File: src/pkg/mcp_map.svh
/*
 * Register offsets, field positions, reset values and counts of the
 * commutation and phasing block. Assumes a 32-bit Avalon-MM register port.
 */
`ifndef MCP_MAP_SVH
`define MCP_MAP_SVH

`define MCP_A_CTRL 6'h00
`define MCP_A_CYCLES 6'h01
`define MCP_A_COUNTS 6'h02
`define MCP_A_SPACING 6'h03
`define MCP_A_MAG 6'h04
`define MCP_A_DWELL 6'h05
`define MCP_A_ABS 6'h06
`define MCP_A_SLIP 6'h07
`define MCP_A_STATUS 6'h08
`define MCP_A_LEN 6'h09
`define MCP_A_POS 6'h0a

`define MCP_B_ENABLE 0
`define MCP_B_MODE_LO 1
`define MCP_B_MODE_HI 2
`define MCP_B_CLOOP 3
`define MCP_B_PHASE_CMD 4

`define MCP_RST_CYCLES 8'h01
`define MCP_RST_COUNTS 23'h00_03e8
`define MCP_RST_SPACING 8'h55
`define MCP_RST_MAG 16'h0000
`define MCP_RST_DWELL 8'h00
`define MCP_GUESS_B 8'h40
`define MCP_WAVE_SHIFT 12
`define MCP_DIV_STEPS 6'h20

`endif

File: src/pkg/mcp_pkg.sv
/*
 * Types of the commutation and phasing block.
 * Assumes mcp_map.svh for all numeric constants.
 */
`default_nettype none
package mcp_pkg;
	typedef enum logic [2:0] {
		MCP_IDLE,
		MCP_GUESS1,
		MCP_GUESS2,
		MCP_STEP_A,
		MCP_STEP_B
	} mcp_phase_t;

	typedef struct packed {
		logic wait_n;
		logic [31:0] rdata;
		logic en;
		logic [1:0] mode;
		logic cloop;
		logic [7:0] cyc;
		logic [22:0] cnts;
		logic [7:0] spc;
		logic [15:0] mag;
		logic [7:0] dwell;
		logic [15:0] abs_addr;
		logic [22:0] slip;
		logic [23:0] len;
		logic len_ok;
		logic [23:0] pos;
		logic [23:0] fb_last;
		logic [23:0] fb_mark;
		logic m1_neg;
		logic [7:0] ang;
		logic [7:0] ofs;
		mcp_phase_t st;
		logic [15:0] tmr;
		logic phased;
		logic armed;
		logic cmd;
		logic [15:0] pa;
		logic [15:0] pb;
		logic srch;
	} mcp_state_t;

	typedef struct packed {
		logic busy;
		logic done;
		logic [5:0] cnt;
		logic [24:0] rem;
		logic [31:0] quo;
		logic [23:0] dvs;
	} mcp_div_st_t;
endpackage : mcp_pkg
`default_nettype wire

File: src/rtl/mcp_div.sv
/*
 * Sequential restoring divider, one quotient bit per clock.
 * Assumes start is only honoured while not busy.
 */
`include "mcp_map.svh"
`default_nettype none
module mcp_div
	import mcp_pkg::*;
(
	input wire logic clock,
	input wire logic reset_n,
	input wire logic start,
	input wire logic [31:0] dividend,
	input wire logic [23:0] divisor,
	output logic busy,
	output logic done,
	output logic [31:0] quot
);
	mcp_div_st_t s_q, s_d;
	logic [24:0] trial;

	always_comb
	begin
		s_d = s_q;
		trial = {s_q.rem[23:0], s_q.quo[31]};
		s_d.done = 1'b0;
		if (s_q.busy)
		begin
			// A zero divisor yields all ones; the length caller rejects it, the angle caller only checks len_ok
			if (trial >= {1'b0, s_q.dvs})
			begin
				s_d.rem = trial - {1'b0, s_q.dvs};
				s_d.quo = {s_q.quo[30:0], 1'b1};
			end
			else
			begin
				s_d.rem = trial;
				s_d.quo = {s_q.quo[30:0], 1'b0};
			end
			s_d.cnt = s_q.cnt - 6'h01;
			if (s_q.cnt == 6'h01)
			begin
				s_d.busy = 1'b0;
				s_d.done = 1'b1;
			end
		end
		else if (start)
		begin
			s_d.busy = 1'b1;
			s_d.cnt = `MCP_DIV_STEPS;
			s_d.rem = 25'h000_0000;
			s_d.quo = dividend;
			s_d.dvs = divisor;
		end
	end

	always_ff @(posedge clock or negedge reset_n)
	begin
		if (!reset_n)
			s_q <= '0;
		else
			s_q <= s_d;
	end

	assign busy = s_q.busy;
	assign done = s_q.done;
	assign quot = s_q.quo;
endmodule : mcp_div
`default_nettype wire

File: src/rtl/mcp_top.sv
/*
 * Commutation and power-on phasing search for one motor: cycle length,
 * wrapped phase position, phase outputs and two search methods.
 * Assumes servo_tick is a one-cycle pulse per servo cycle and fb_count is
 * the decoded commutation feedback counter, synchronous to clock.
 */
// Decided for this implementation: register access over Avalon-MM and the register offsets.
`include "mcp_map.svh"
`default_nettype none
module mcp_top
	import mcp_pkg::*;
(
	input wire logic clock,
	input wire logic reset_n,
	input wire logic [5:0] avs_address,
	input wire logic avs_read,
	input wire logic avs_write,
	input wire logic [31:0] avs_writedata,
	input wire logic [3:0] avs_byteenable,
	output logic avs_waitrequest,
	output logic [31:0] avs_readdata,
	input wire logic servo_tick,
	input wire logic [23:0] fb_count,
	input wire logic [15:0] torque_cmd,
	output logic [15:0] phase_a_cmd,
	output logic [15:0] phase_b_cmd,
	output logic phasing_active
);
	mcp_state_t s_q, s_d;
	logic d1_busy, d1_done, d2_busy, d2_done;
	logic [31:0] d1_quot, d2_quot;
	logic [31:0] wd;
	logic acc, wr, need, go;
	logic [24:0] np;
	logic [23:0] delta;
	logic [7:0] drive_ang;
	logic [15:0] drive_mag;

	// Magnitude times a parabolic sine of the electrical angle
	function automatic logic [15:0] mcp_wave(input logic [7:0] a, input logic [15:0] m);
		logic [12:0] y;
		logic [29:0] p;
		y = 13'(a[6:0]) * (13'h0080 - 13'(a[6:0]));
		p = 30'($signed(m) * $signed({1'b0, y}));
		p = 30'($signed(p) >>> `MCP_WAVE_SHIFT);
		mcp_wave = a[7] ? 16'(-p) : p[15:0];
	endfunction : mcp_wave

	function automatic logic [31:0] mcp_merge(input logic [31:0] old, input logic [31:0] nw,
		input logic [3:0] be);
		for (int i = 0; i < 4; i++)
			mcp_merge[i*8 +: 8] = be[i] ? nw[i*8 +: 8] : old[i*8 +: 8];
	endfunction : mcp_merge

	function automatic logic [15:0] mcp_dwell_load(input logic [1:0] md, input logic [7:0] t);
		mcp_dwell_load = md[1] ? {t, 8'h00} : {8'h00, t};
	endfunction : mcp_dwell_load

	mcp_div u_len_div (
		.clock(clock),
		.reset_n(reset_n),
		.start(!d1_busy),
		.dividend({9'h000, s_q.cnts}),
		.divisor({16'h0000, s_q.cyc}),
		.busy(d1_busy),
		.done(d1_done),
		.quot(d1_quot)
	);

	mcp_div u_ang_div (
		.clock(clock),
		.reset_n(reset_n),
		.start(!d2_busy),
		.dividend({s_q.pos, 8'h00}),
		.divisor(s_q.len),
		.busy(d2_busy),
		.done(d2_done),
		.quot(d2_quot)
	);

	always_comb
	begin
		s_d = s_q;
		// Taken while waitrequest is high; a write lands at the edge where it is seen low
		acc = (avs_read || avs_write) && !s_q.wait_n;
		wr = avs_write && s_q.wait_n;
		wd = 32'h0000_0000;
		need = (s_q.slip == 23'h00_0000) && (s_q.abs_addr == 16'h0000);
		s_d.wait_n = acc;
		s_d.cmd = 1'b0;
		unique case (avs_address)
			`MCP_A_CTRL: s_d.rdata = {27'h000_0000, 1'b0, s_q.cloop, s_q.mode, s_q.en};
			`MCP_A_CYCLES: s_d.rdata = {24'h00_0000, s_q.cyc};
			`MCP_A_COUNTS: s_d.rdata = {9'h000, s_q.cnts};
			`MCP_A_SPACING: s_d.rdata = {24'h00_0000, s_q.spc};
			`MCP_A_MAG: s_d.rdata = {16'h0000, s_q.mag};
			`MCP_A_DWELL: s_d.rdata = {24'h00_0000, s_q.dwell};
			`MCP_A_ABS: s_d.rdata = {16'h0000, s_q.abs_addr};
			`MCP_A_SLIP: s_d.rdata = {9'h000, s_q.slip};
			`MCP_A_STATUS: s_d.rdata = {28'h000_0000, s_q.len_ok, need, s_q.phased, s_q.srch};
			`MCP_A_LEN: s_d.rdata = {8'h00, s_q.len};
			`MCP_A_POS: s_d.rdata = {8'h00, s_q.pos};
			default: s_d.rdata = 32'h0000_0000;
		endcase
		if (!acc)
			s_d.rdata = 32'h0000_0000;
		if (wr)
		begin
			unique case (avs_address)
				`MCP_A_CTRL:
				begin
					wd = mcp_merge({27'h000_0000, 1'b0, s_q.cloop, s_q.mode, s_q.en},
						avs_writedata, avs_byteenable);
					s_d.en = wd[`MCP_B_ENABLE];
					s_d.mode = wd[`MCP_B_MODE_HI:`MCP_B_MODE_LO];
					s_d.cloop = wd[`MCP_B_CLOOP];
					s_d.cmd = wd[`MCP_B_PHASE_CMD];
				end
				`MCP_A_CYCLES:
				begin
					wd = mcp_merge({24'h00_0000, s_q.cyc}, avs_writedata, avs_byteenable);
					s_d.cyc = wd[7:0];
					s_d.len_ok = 1'b0;
				end
				`MCP_A_COUNTS:
				begin
					wd = mcp_merge({9'h000, s_q.cnts}, avs_writedata, avs_byteenable);
					s_d.cnts = wd[22:0];
					s_d.len_ok = 1'b0;
				end
				`MCP_A_SPACING:
				begin
					wd = mcp_merge({24'h00_0000, s_q.spc}, avs_writedata, avs_byteenable);
					s_d.spc = wd[7:0];
				end
				`MCP_A_MAG:
				begin
					wd = mcp_merge({16'h0000, s_q.mag}, avs_writedata, avs_byteenable);
					s_d.mag = wd[15:0];
				end
				`MCP_A_DWELL:
				begin
					wd = mcp_merge({24'h00_0000, s_q.dwell}, avs_writedata, avs_byteenable);
					s_d.dwell = wd[7:0];
				end
				`MCP_A_ABS:
				begin
					wd = mcp_merge({16'h0000, s_q.abs_addr}, avs_writedata, avs_byteenable);
					s_d.abs_addr = wd[15:0];
				end
				`MCP_A_SLIP:
				begin
					wd = mcp_merge({9'h000, s_q.slip}, avs_writedata, avs_byteenable);
					s_d.slip = wd[22:0];
				end
				default:
				begin
					wd = 32'h0000_0000;
				end
			endcase
		end
		// Length is only trusted once a division finished on current settings
		if (d1_done && !(wr && (avs_address == `MCP_A_CYCLES || avs_address == `MCP_A_COUNTS)))
		begin
			s_d.len = d1_quot[23:0];
			// A run begun before a settings write fails the product check and is dropped
			s_d.len_ok = (s_q.cyc != 8'h00) && (d1_quot[31:23] == 9'h000)
				&& (d1_quot[22:0] != 23'h00_0000)
				&& (32'(d1_quot[22:0]) * 32'(s_q.cyc) <= 32'(s_q.cnts))
				&& ((32'(d1_quot[22:0]) + 32'h0000_0001) * 32'(s_q.cyc) > 32'(s_q.cnts));
		end
		if (d2_done && s_q.len_ok)
			s_d.ang = d2_quot[7:0];
		// Feedback is used in whatever count units the decoder produces
		delta = fb_count - s_q.fb_last;
		np = {1'b0, s_q.pos} + {delta[23], delta};
		if (servo_tick)
		begin
			s_d.fb_last = fb_count;
			if (s_q.len_ok)
			begin
				if (np[24])
					np = np + {1'b0, s_q.len};
				else if (np[23:0] >= s_q.len)
					np = np - {1'b0, s_q.len};
				s_d.pos = np[23:0];
			end
		end
		if (!s_q.len_ok)
			s_d.pos = 24'h00_0000;
		go = 1'b0;
		if (s_q.en && s_q.armed)
		begin
			s_d.armed = 1'b0;
			go = s_q.mode[0];
		end
		if (s_q.cmd)
			go = 1'b1;
		unique case (s_q.st)
			MCP_IDLE:
			begin
				if (go && s_q.en && need)
				begin
					s_d.phased = 1'b0;
					if (s_q.dwell == 8'h00)
						s_d.phased = 1'b1;
					else
					begin
						s_d.st = s_q.mode[1] ? MCP_STEP_A : MCP_GUESS1;
						s_d.tmr = mcp_dwell_load(s_q.mode, s_q.dwell);
						s_d.fb_mark = fb_count;
					end
				end
			end
			MCP_GUESS1, MCP_STEP_A:
			begin
				if (servo_tick)
				begin
					s_d.tmr = s_q.tmr - 16'h0001;
					if (s_q.tmr == 16'h0001)
					begin
						s_d.st = (s_q.st == MCP_GUESS1) ? MCP_GUESS2 : MCP_STEP_B;
						s_d.tmr = mcp_dwell_load(s_q.mode, s_q.dwell);
						s_d.m1_neg = (fb_count - s_q.fb_mark) >= 24'h80_0000;
						s_d.fb_mark = fb_count;
					end
				end
			end
			MCP_GUESS2, MCP_STEP_B:
			begin
				if (servo_tick)
				begin
					s_d.tmr = s_q.tmr - 16'h0001;
					if (s_q.tmr == 16'h0001)
					begin
						s_d.st = MCP_IDLE;
						s_d.phased = 1'b1;
						s_d.pos = 24'h00_0000;
						// Quadrant of the rotor from the two movement directions
						if (s_q.st == MCP_GUESS2)
							s_d.ofs = {(fb_count - s_q.fb_mark) >= 24'h80_0000,
								s_q.m1_neg ^ ((fb_count - s_q.fb_mark) >= 24'h80_0000),
								6'h00};
						else
							s_d.ofs = 8'h00;
					end
				end
			end
		endcase
		if (!s_q.en)
			s_d.st = MCP_IDLE;
		s_d.srch = (s_d.st != MCP_IDLE);
		drive_ang = s_q.ang + s_q.ofs;
		drive_mag = torque_cmd;
		if (s_q.st == MCP_GUESS1 || s_q.st == MCP_GUESS2)
		begin
			drive_ang = (s_q.st == MCP_GUESS1) ? 8'h00 : `MCP_GUESS_B;
			drive_mag = s_q.mag;
		end
		s_d.pa = mcp_wave(drive_ang, drive_mag);
		// Second output leads by the spacing; the mirrored value reverses rotation
		s_d.pb = mcp_wave(8'(drive_ang + s_q.spc), drive_mag);
		if (s_q.st == MCP_STEP_A || s_q.st == MCP_STEP_B)
		begin
			s_d.pa = (s_q.st == MCP_STEP_A) ? s_q.mag : 16'h0000;
			s_d.pb = 16'(-s_q.mag);
		end
		// No torque reaches an unphased synchronous motor
		if (!s_q.en || (s_q.st == MCP_IDLE && need && !s_q.phased) || !s_q.len_ok)
		begin
			s_d.pa = 16'h0000;
			s_d.pb = 16'h0000;
		end
	end

	always_ff @(posedge clock or negedge reset_n)
	begin
		if (!reset_n)
		begin
			s_q <= '0;
			s_q.cyc <= `MCP_RST_CYCLES;
			s_q.cnts <= `MCP_RST_COUNTS;
			s_q.spc <= `MCP_RST_SPACING;
			s_q.mag <= `MCP_RST_MAG;
			s_q.dwell <= `MCP_RST_DWELL;
			s_q.armed <= 1'b1;
			s_q.st <= MCP_IDLE;
		end
		else
			s_q <= s_d;
	end

	assign avs_waitrequest = !s_q.wait_n;
	assign avs_readdata = s_q.rdata;
	assign phase_a_cmd = s_q.pa;
	assign phase_b_cmd = s_q.pb;
	assign phasing_active = s_q.srch;
endmodule : mcp_top
`default_nettype wire
File: config.mk
export PLATFORM = sky130hd
export DESIGN_NAME = mcp_top
export DESIGN_NICKNAME = d
export VERILOG_FILES = /design/src/pkg/mcp_pkg.sv /design/src/rtl/mcp_div.sv /design/src/rtl/mcp_top.sv
export VERILOG_INCLUDE_DIRS = /design/src /design/src/pkg
export SDC_FILE = /design/constraint.sdc
export NUM_CORES = 2
export LEC_CHECK = 0
export ABC_CLOCK_PERIOD_IN_PS = 31200
export CORE_MARGIN = 2
export CORE_UTILIZATION = 60
export CTS_BUF_LIST = sky130_fd_sc_hd__clkbuf_2 sky130_fd_sc_hd__clkbuf_4 sky130_fd_sc_hd__clkbuf_8
export DETAILED_ROUTE_END_ITERATION = 16
export DONT_BUFFER_PORTS = 1
export GPL_ROUTABILITY_DRIVEN = 0
export MAX_ROUTING_LAYER = met4
export PLACE_DENSITY = 0.74
export SLEW_MARGIN = 20
export SYNTH_ARGS = -nofsm -noshare
export SYNTH_HDL_FRONTEND = slang
export SYNTH_HIERARCHICAL = 1
export SYNTH_SLANG_ARGS = --single-unit
File: constraint.sdc
create_clock -name clock -period 31.2 [get_ports clock]
set_input_delay 6.24 -clock clock [delete_from_list [all_inputs] [get_ports clock]]
set_output_delay 6.24 -clock clock [all_outputs]
set_load 0.05 [all_outputs]
# After elaboration in Yosys (flattened, before gate mapping)
# Cells that the tools add are included.
totals:
  ff_bits: 468
  in_bits: 87
  out_inout_bits: 66
  word_cells: 217
op_classes:
  n_addsub: 18
  n_mul: 6
  magnitude_cmp: 6
  n_eq_ne: 23
  mux: 55
  bitwise: 1
  reduce_logical: 62
ops:
  columns: ["cell", "count"]
  rows:
  - ["$pmux W24 S11", 1]
  - ["$mux W24", 8]
  - ["$mux W63", 2]
  - ["$mux W57", 2]
  - ["$mux W32", 3]
  - ["$mux W16", 5]
  - ["$sub A24 B24 Y24", 3]
  - ["$mux W19", 3]
  - ["$pmux W19 S3", 1]
  - ["$mul A16 B14 Y28", 2]
  - ["$mux W25", 2]
  - ["$mux W48", 1]
  - ["$neg A16 Y16", 3]
  - ["$pmux W24 S2", 1]
  - ["$reduce_and A3 Y1", 16]
  - ["$mux W20", 2]
  - ["$gt A32 B23 Y1", 1]
  - ["$mul A24 B8 Y32", 1]
  - ["$le A31 B23 Y1", 1]
  - ["$mul A23 B8 Y31", 1]
  - ["$mul A8 B9 Y13", 2]
  - ["$add A24 B25 Y25", 1]
  - ["$ge A25 B24 Y1", 1]
  - ["$ge A25 B8 Y1", 1]
  - ["44 further kinds", 107]

# Depth between registers and ports, before layout
logic_depth:
  depth_word: 11
  depth_mapped: 54

# Modules after synthesis
# The synthesis kept the hierarchy.
by_module_without_submodules:
  columns: ["mod", "n_inst", "cells_per_inst", "area_each_um2"]
  rows:
  - ["mcp_top", 1, 5761, 50334.5]
  - ["mcp_div", 2, 613, 5515.3]

# Worst setup path before layout
# Ideal clock, no wire load.
synth_timing:
  kind: "input port to flip-flop"
  startpoint: "input port torque_cmd[5]"
  endpoint: "register s_q (netlist bit phase_a_cmd[12])"
  setup_ps: 137
  arrival_time_ps: 12430
  required_ps: 31063
  path_slack_ps: 18633
  path_stages: 30
  cell_sequence: "nand2_1 > nand2_1 > clkbuf_1 > nand2_1 > fa_1 > inv_1 > fa_1 > inv_1 > fa_1 > inv_1 > ha_1 > inv_1 > fa_1 > inv_1 > fa_1 > ha_1 > a21o_1 > a21o_1 > a21o_1 > o21a_1 > o21ai_1 > o21ai_1 > a22o_1 > a32o_1 > nor3b_1 > nor2b_1 > a2111o_1 > o21ai_1 > xnor2_1 > a21oi_1"
synth_lines:
  columns: ["item", "line_no", "text"]
  rows:
  - ["from (decl)", "mcp_top.sv:24", "input wire logic [15:0] torque_cmd,"]
  - ["to (decl)", "mcp_top.sv:29", "mcp_state_t s_q, s_d;"]

==> metrics.txt <==
status=finished, violations left; violated checks=max-slew violations; WL final=169,600 um; worst hold path class=flop to flop; Die W=323.3 um; synthesized area per cell=8.787 um2; Pre-Repair DR Iteration Count=6; Synth warnings=6; CTS Buf Count=80; worst slew pin tran=2.176 ns; Worst path top cell family by delay=adder cells; first-pass GRT wire length=270,900 um; FF-to-FF End=phase_b_cmd[14]; clk sinks=470; cell area after synthesis=0.06118 mm2; leakage=30.51 nW; Clock Path Buffers=3; buffers added on ports=0; vias per inst=5.985; crit path kind=flop to flop; area added between synthesis and finish=4.127%; Clock Latency Late Sink=0.72 ns; largest net degree at the start of global routing=471; Final Max Slew Viols=285; Peak VDD IR=130.7 uV; cell mode on critical path=fa_1; RSZ-0062 raised after global routing=no; Max-slew headroom=-0.4509; Post-DRT Antenna Nets=0; initial core utilization=0.6031; Clock Tree Root=clkbuf_8; Core Region=0.1014 mm2; Worst Min Path Start=u_ang_div/s_q[86]; worst reg2reg setup slack=16.31 ns; fmax=67.16 MHz; max incr delay on CP=0.78 ns; Register Area=0.01178 mm2; Remaining Overflow, GRT=0; Detailed Route Iter0 Violations=3,972; post-route minimum period=14.89 ns; Post-CTS Setup Repair Bufs=0; fill count=8,500; design area=0.06371 mm2; Post-DP Area=0.06180 mm2; multi-input logic area=0.04407 mm2; WP buf/inv=9; commonest non-fill, non-tap cells in the layout=inv_1, nand2_1, fa_1; vias=49,235; startpoint types=flop; Hold EP=u_ang_div/s_q[86]; reg2reg start=s_q[53]; hold depth=1; TNS Setup=0 ns; CP Max Fanout=50; Clock Skew=0.03476 ns; post-DP HPWL=130,100 um; CTS resizes=0; Post-Synthesis Cells=6,963; Final setup viols=0; nets@finish=8,115; CTS H-tree depth=3; cells on worst reg2reg path=44; critical path depth in cells=44; Cell Pwr Density=61.17 mW/mm2; WL/cell=20.62 um; final hold violation count=0; clk slew on worst S/H paths=0.06 ns; Hold Buf Count CTS=0; Die ar.=0.1045 mm2; DIE HEIGHT=323.3 um; IO Count=153; vias in the first global route=49,696; CTS tree=yes; std cell rows=117; Critical Path RT=31.76 ns; initial antenna violation count=14; Crit. End Element=flop; layout cells sized above 1=0.06534; commonest non-fill, non-tap cell in the layout=inv_1; DRC Markers=0; Critical Path AT=15.45 ns; GRT Total Usage=0.3408; total power=0.003897 W; Max-Cap Viols=0; crit share post-route=0.4772; Critical-path top delay cell=clkinv_1
-- stage by stage --
step | cells | util | hold slack, ns | setup WS [ns]
global placement | 8067 | 0.6091 | 0.4542 | 16.56
CTS | 8209 | 0.6273 | 0.4663 | 16.43
floorplan | 7012 | - | 0.4354 | 18.63
global route | 8226 | 0.6280 | 0.4897 | 15.44
detailed placement | 8067 | 0.6092 | 0.4585 | 16.47
finish | 8226 | 0.6280 | 0.4655 | 16.31
-- layout make-up --
type | count | share of cell area
Antenna cell | 17 | 0.0006677
Inverter | 982 | 0.05786
Sequential cell | 470 | 0.1850
Tap cell | 1368 | 0.02687
Clock buffer | 123 | 0.02451
Multi-Input combinational cell | 5171 | 0.6918
Timing Repair Buffer | 76 | 0.008955
Clock inverter | 19 | 0.004380
-- state kept, by name, indices dropped and copies added, names as in the netlist, 16 cells and up --
name and count:
u_ang_div/quot 32, u_len_div/quot 32, avs_readdata 24, phase_b_cmd 16
s_q 237, phase_a_cmd 16, u_len_div/s_q 54, u_ang_div/s_q 54
-- per-layer routing --
layer	share of wire	GRT usage
met3	0.10	0.06693
met1	0.41	0.4464
met2	0.45	0.5202
met4	0.043	0.1392
met5	0	-
-- power by group --
group	internal, W	switching [W]	leakage [nW]
clock	0.000370	0.000275	0.959
combinational	0.00105	0.00149	23.5
sequential	0.000651	0.0000657	6.02
total	0.00207	0.00183	30.5
-- how the worst max path moves through the flow --
stage,startpoint,endpoint,slack [ns]
2_1_floorplan,torque_cmd[5],phase_a_cmd[12],18.63
3_3_place_gp,s_q[53],phase_b_cmd[11],16.56
3_5_place_dp,s_q[53],phase_b_cmd[11],16.47
4_1_cts,s_q[53],phase_b_cmd[11],16.43
5_1_grt,s_q[53],phase_b_cmd[11],15.44
6_report,s_q[53],phase_b_cmd[14],16.31
(Power assumes the default switching activity.)
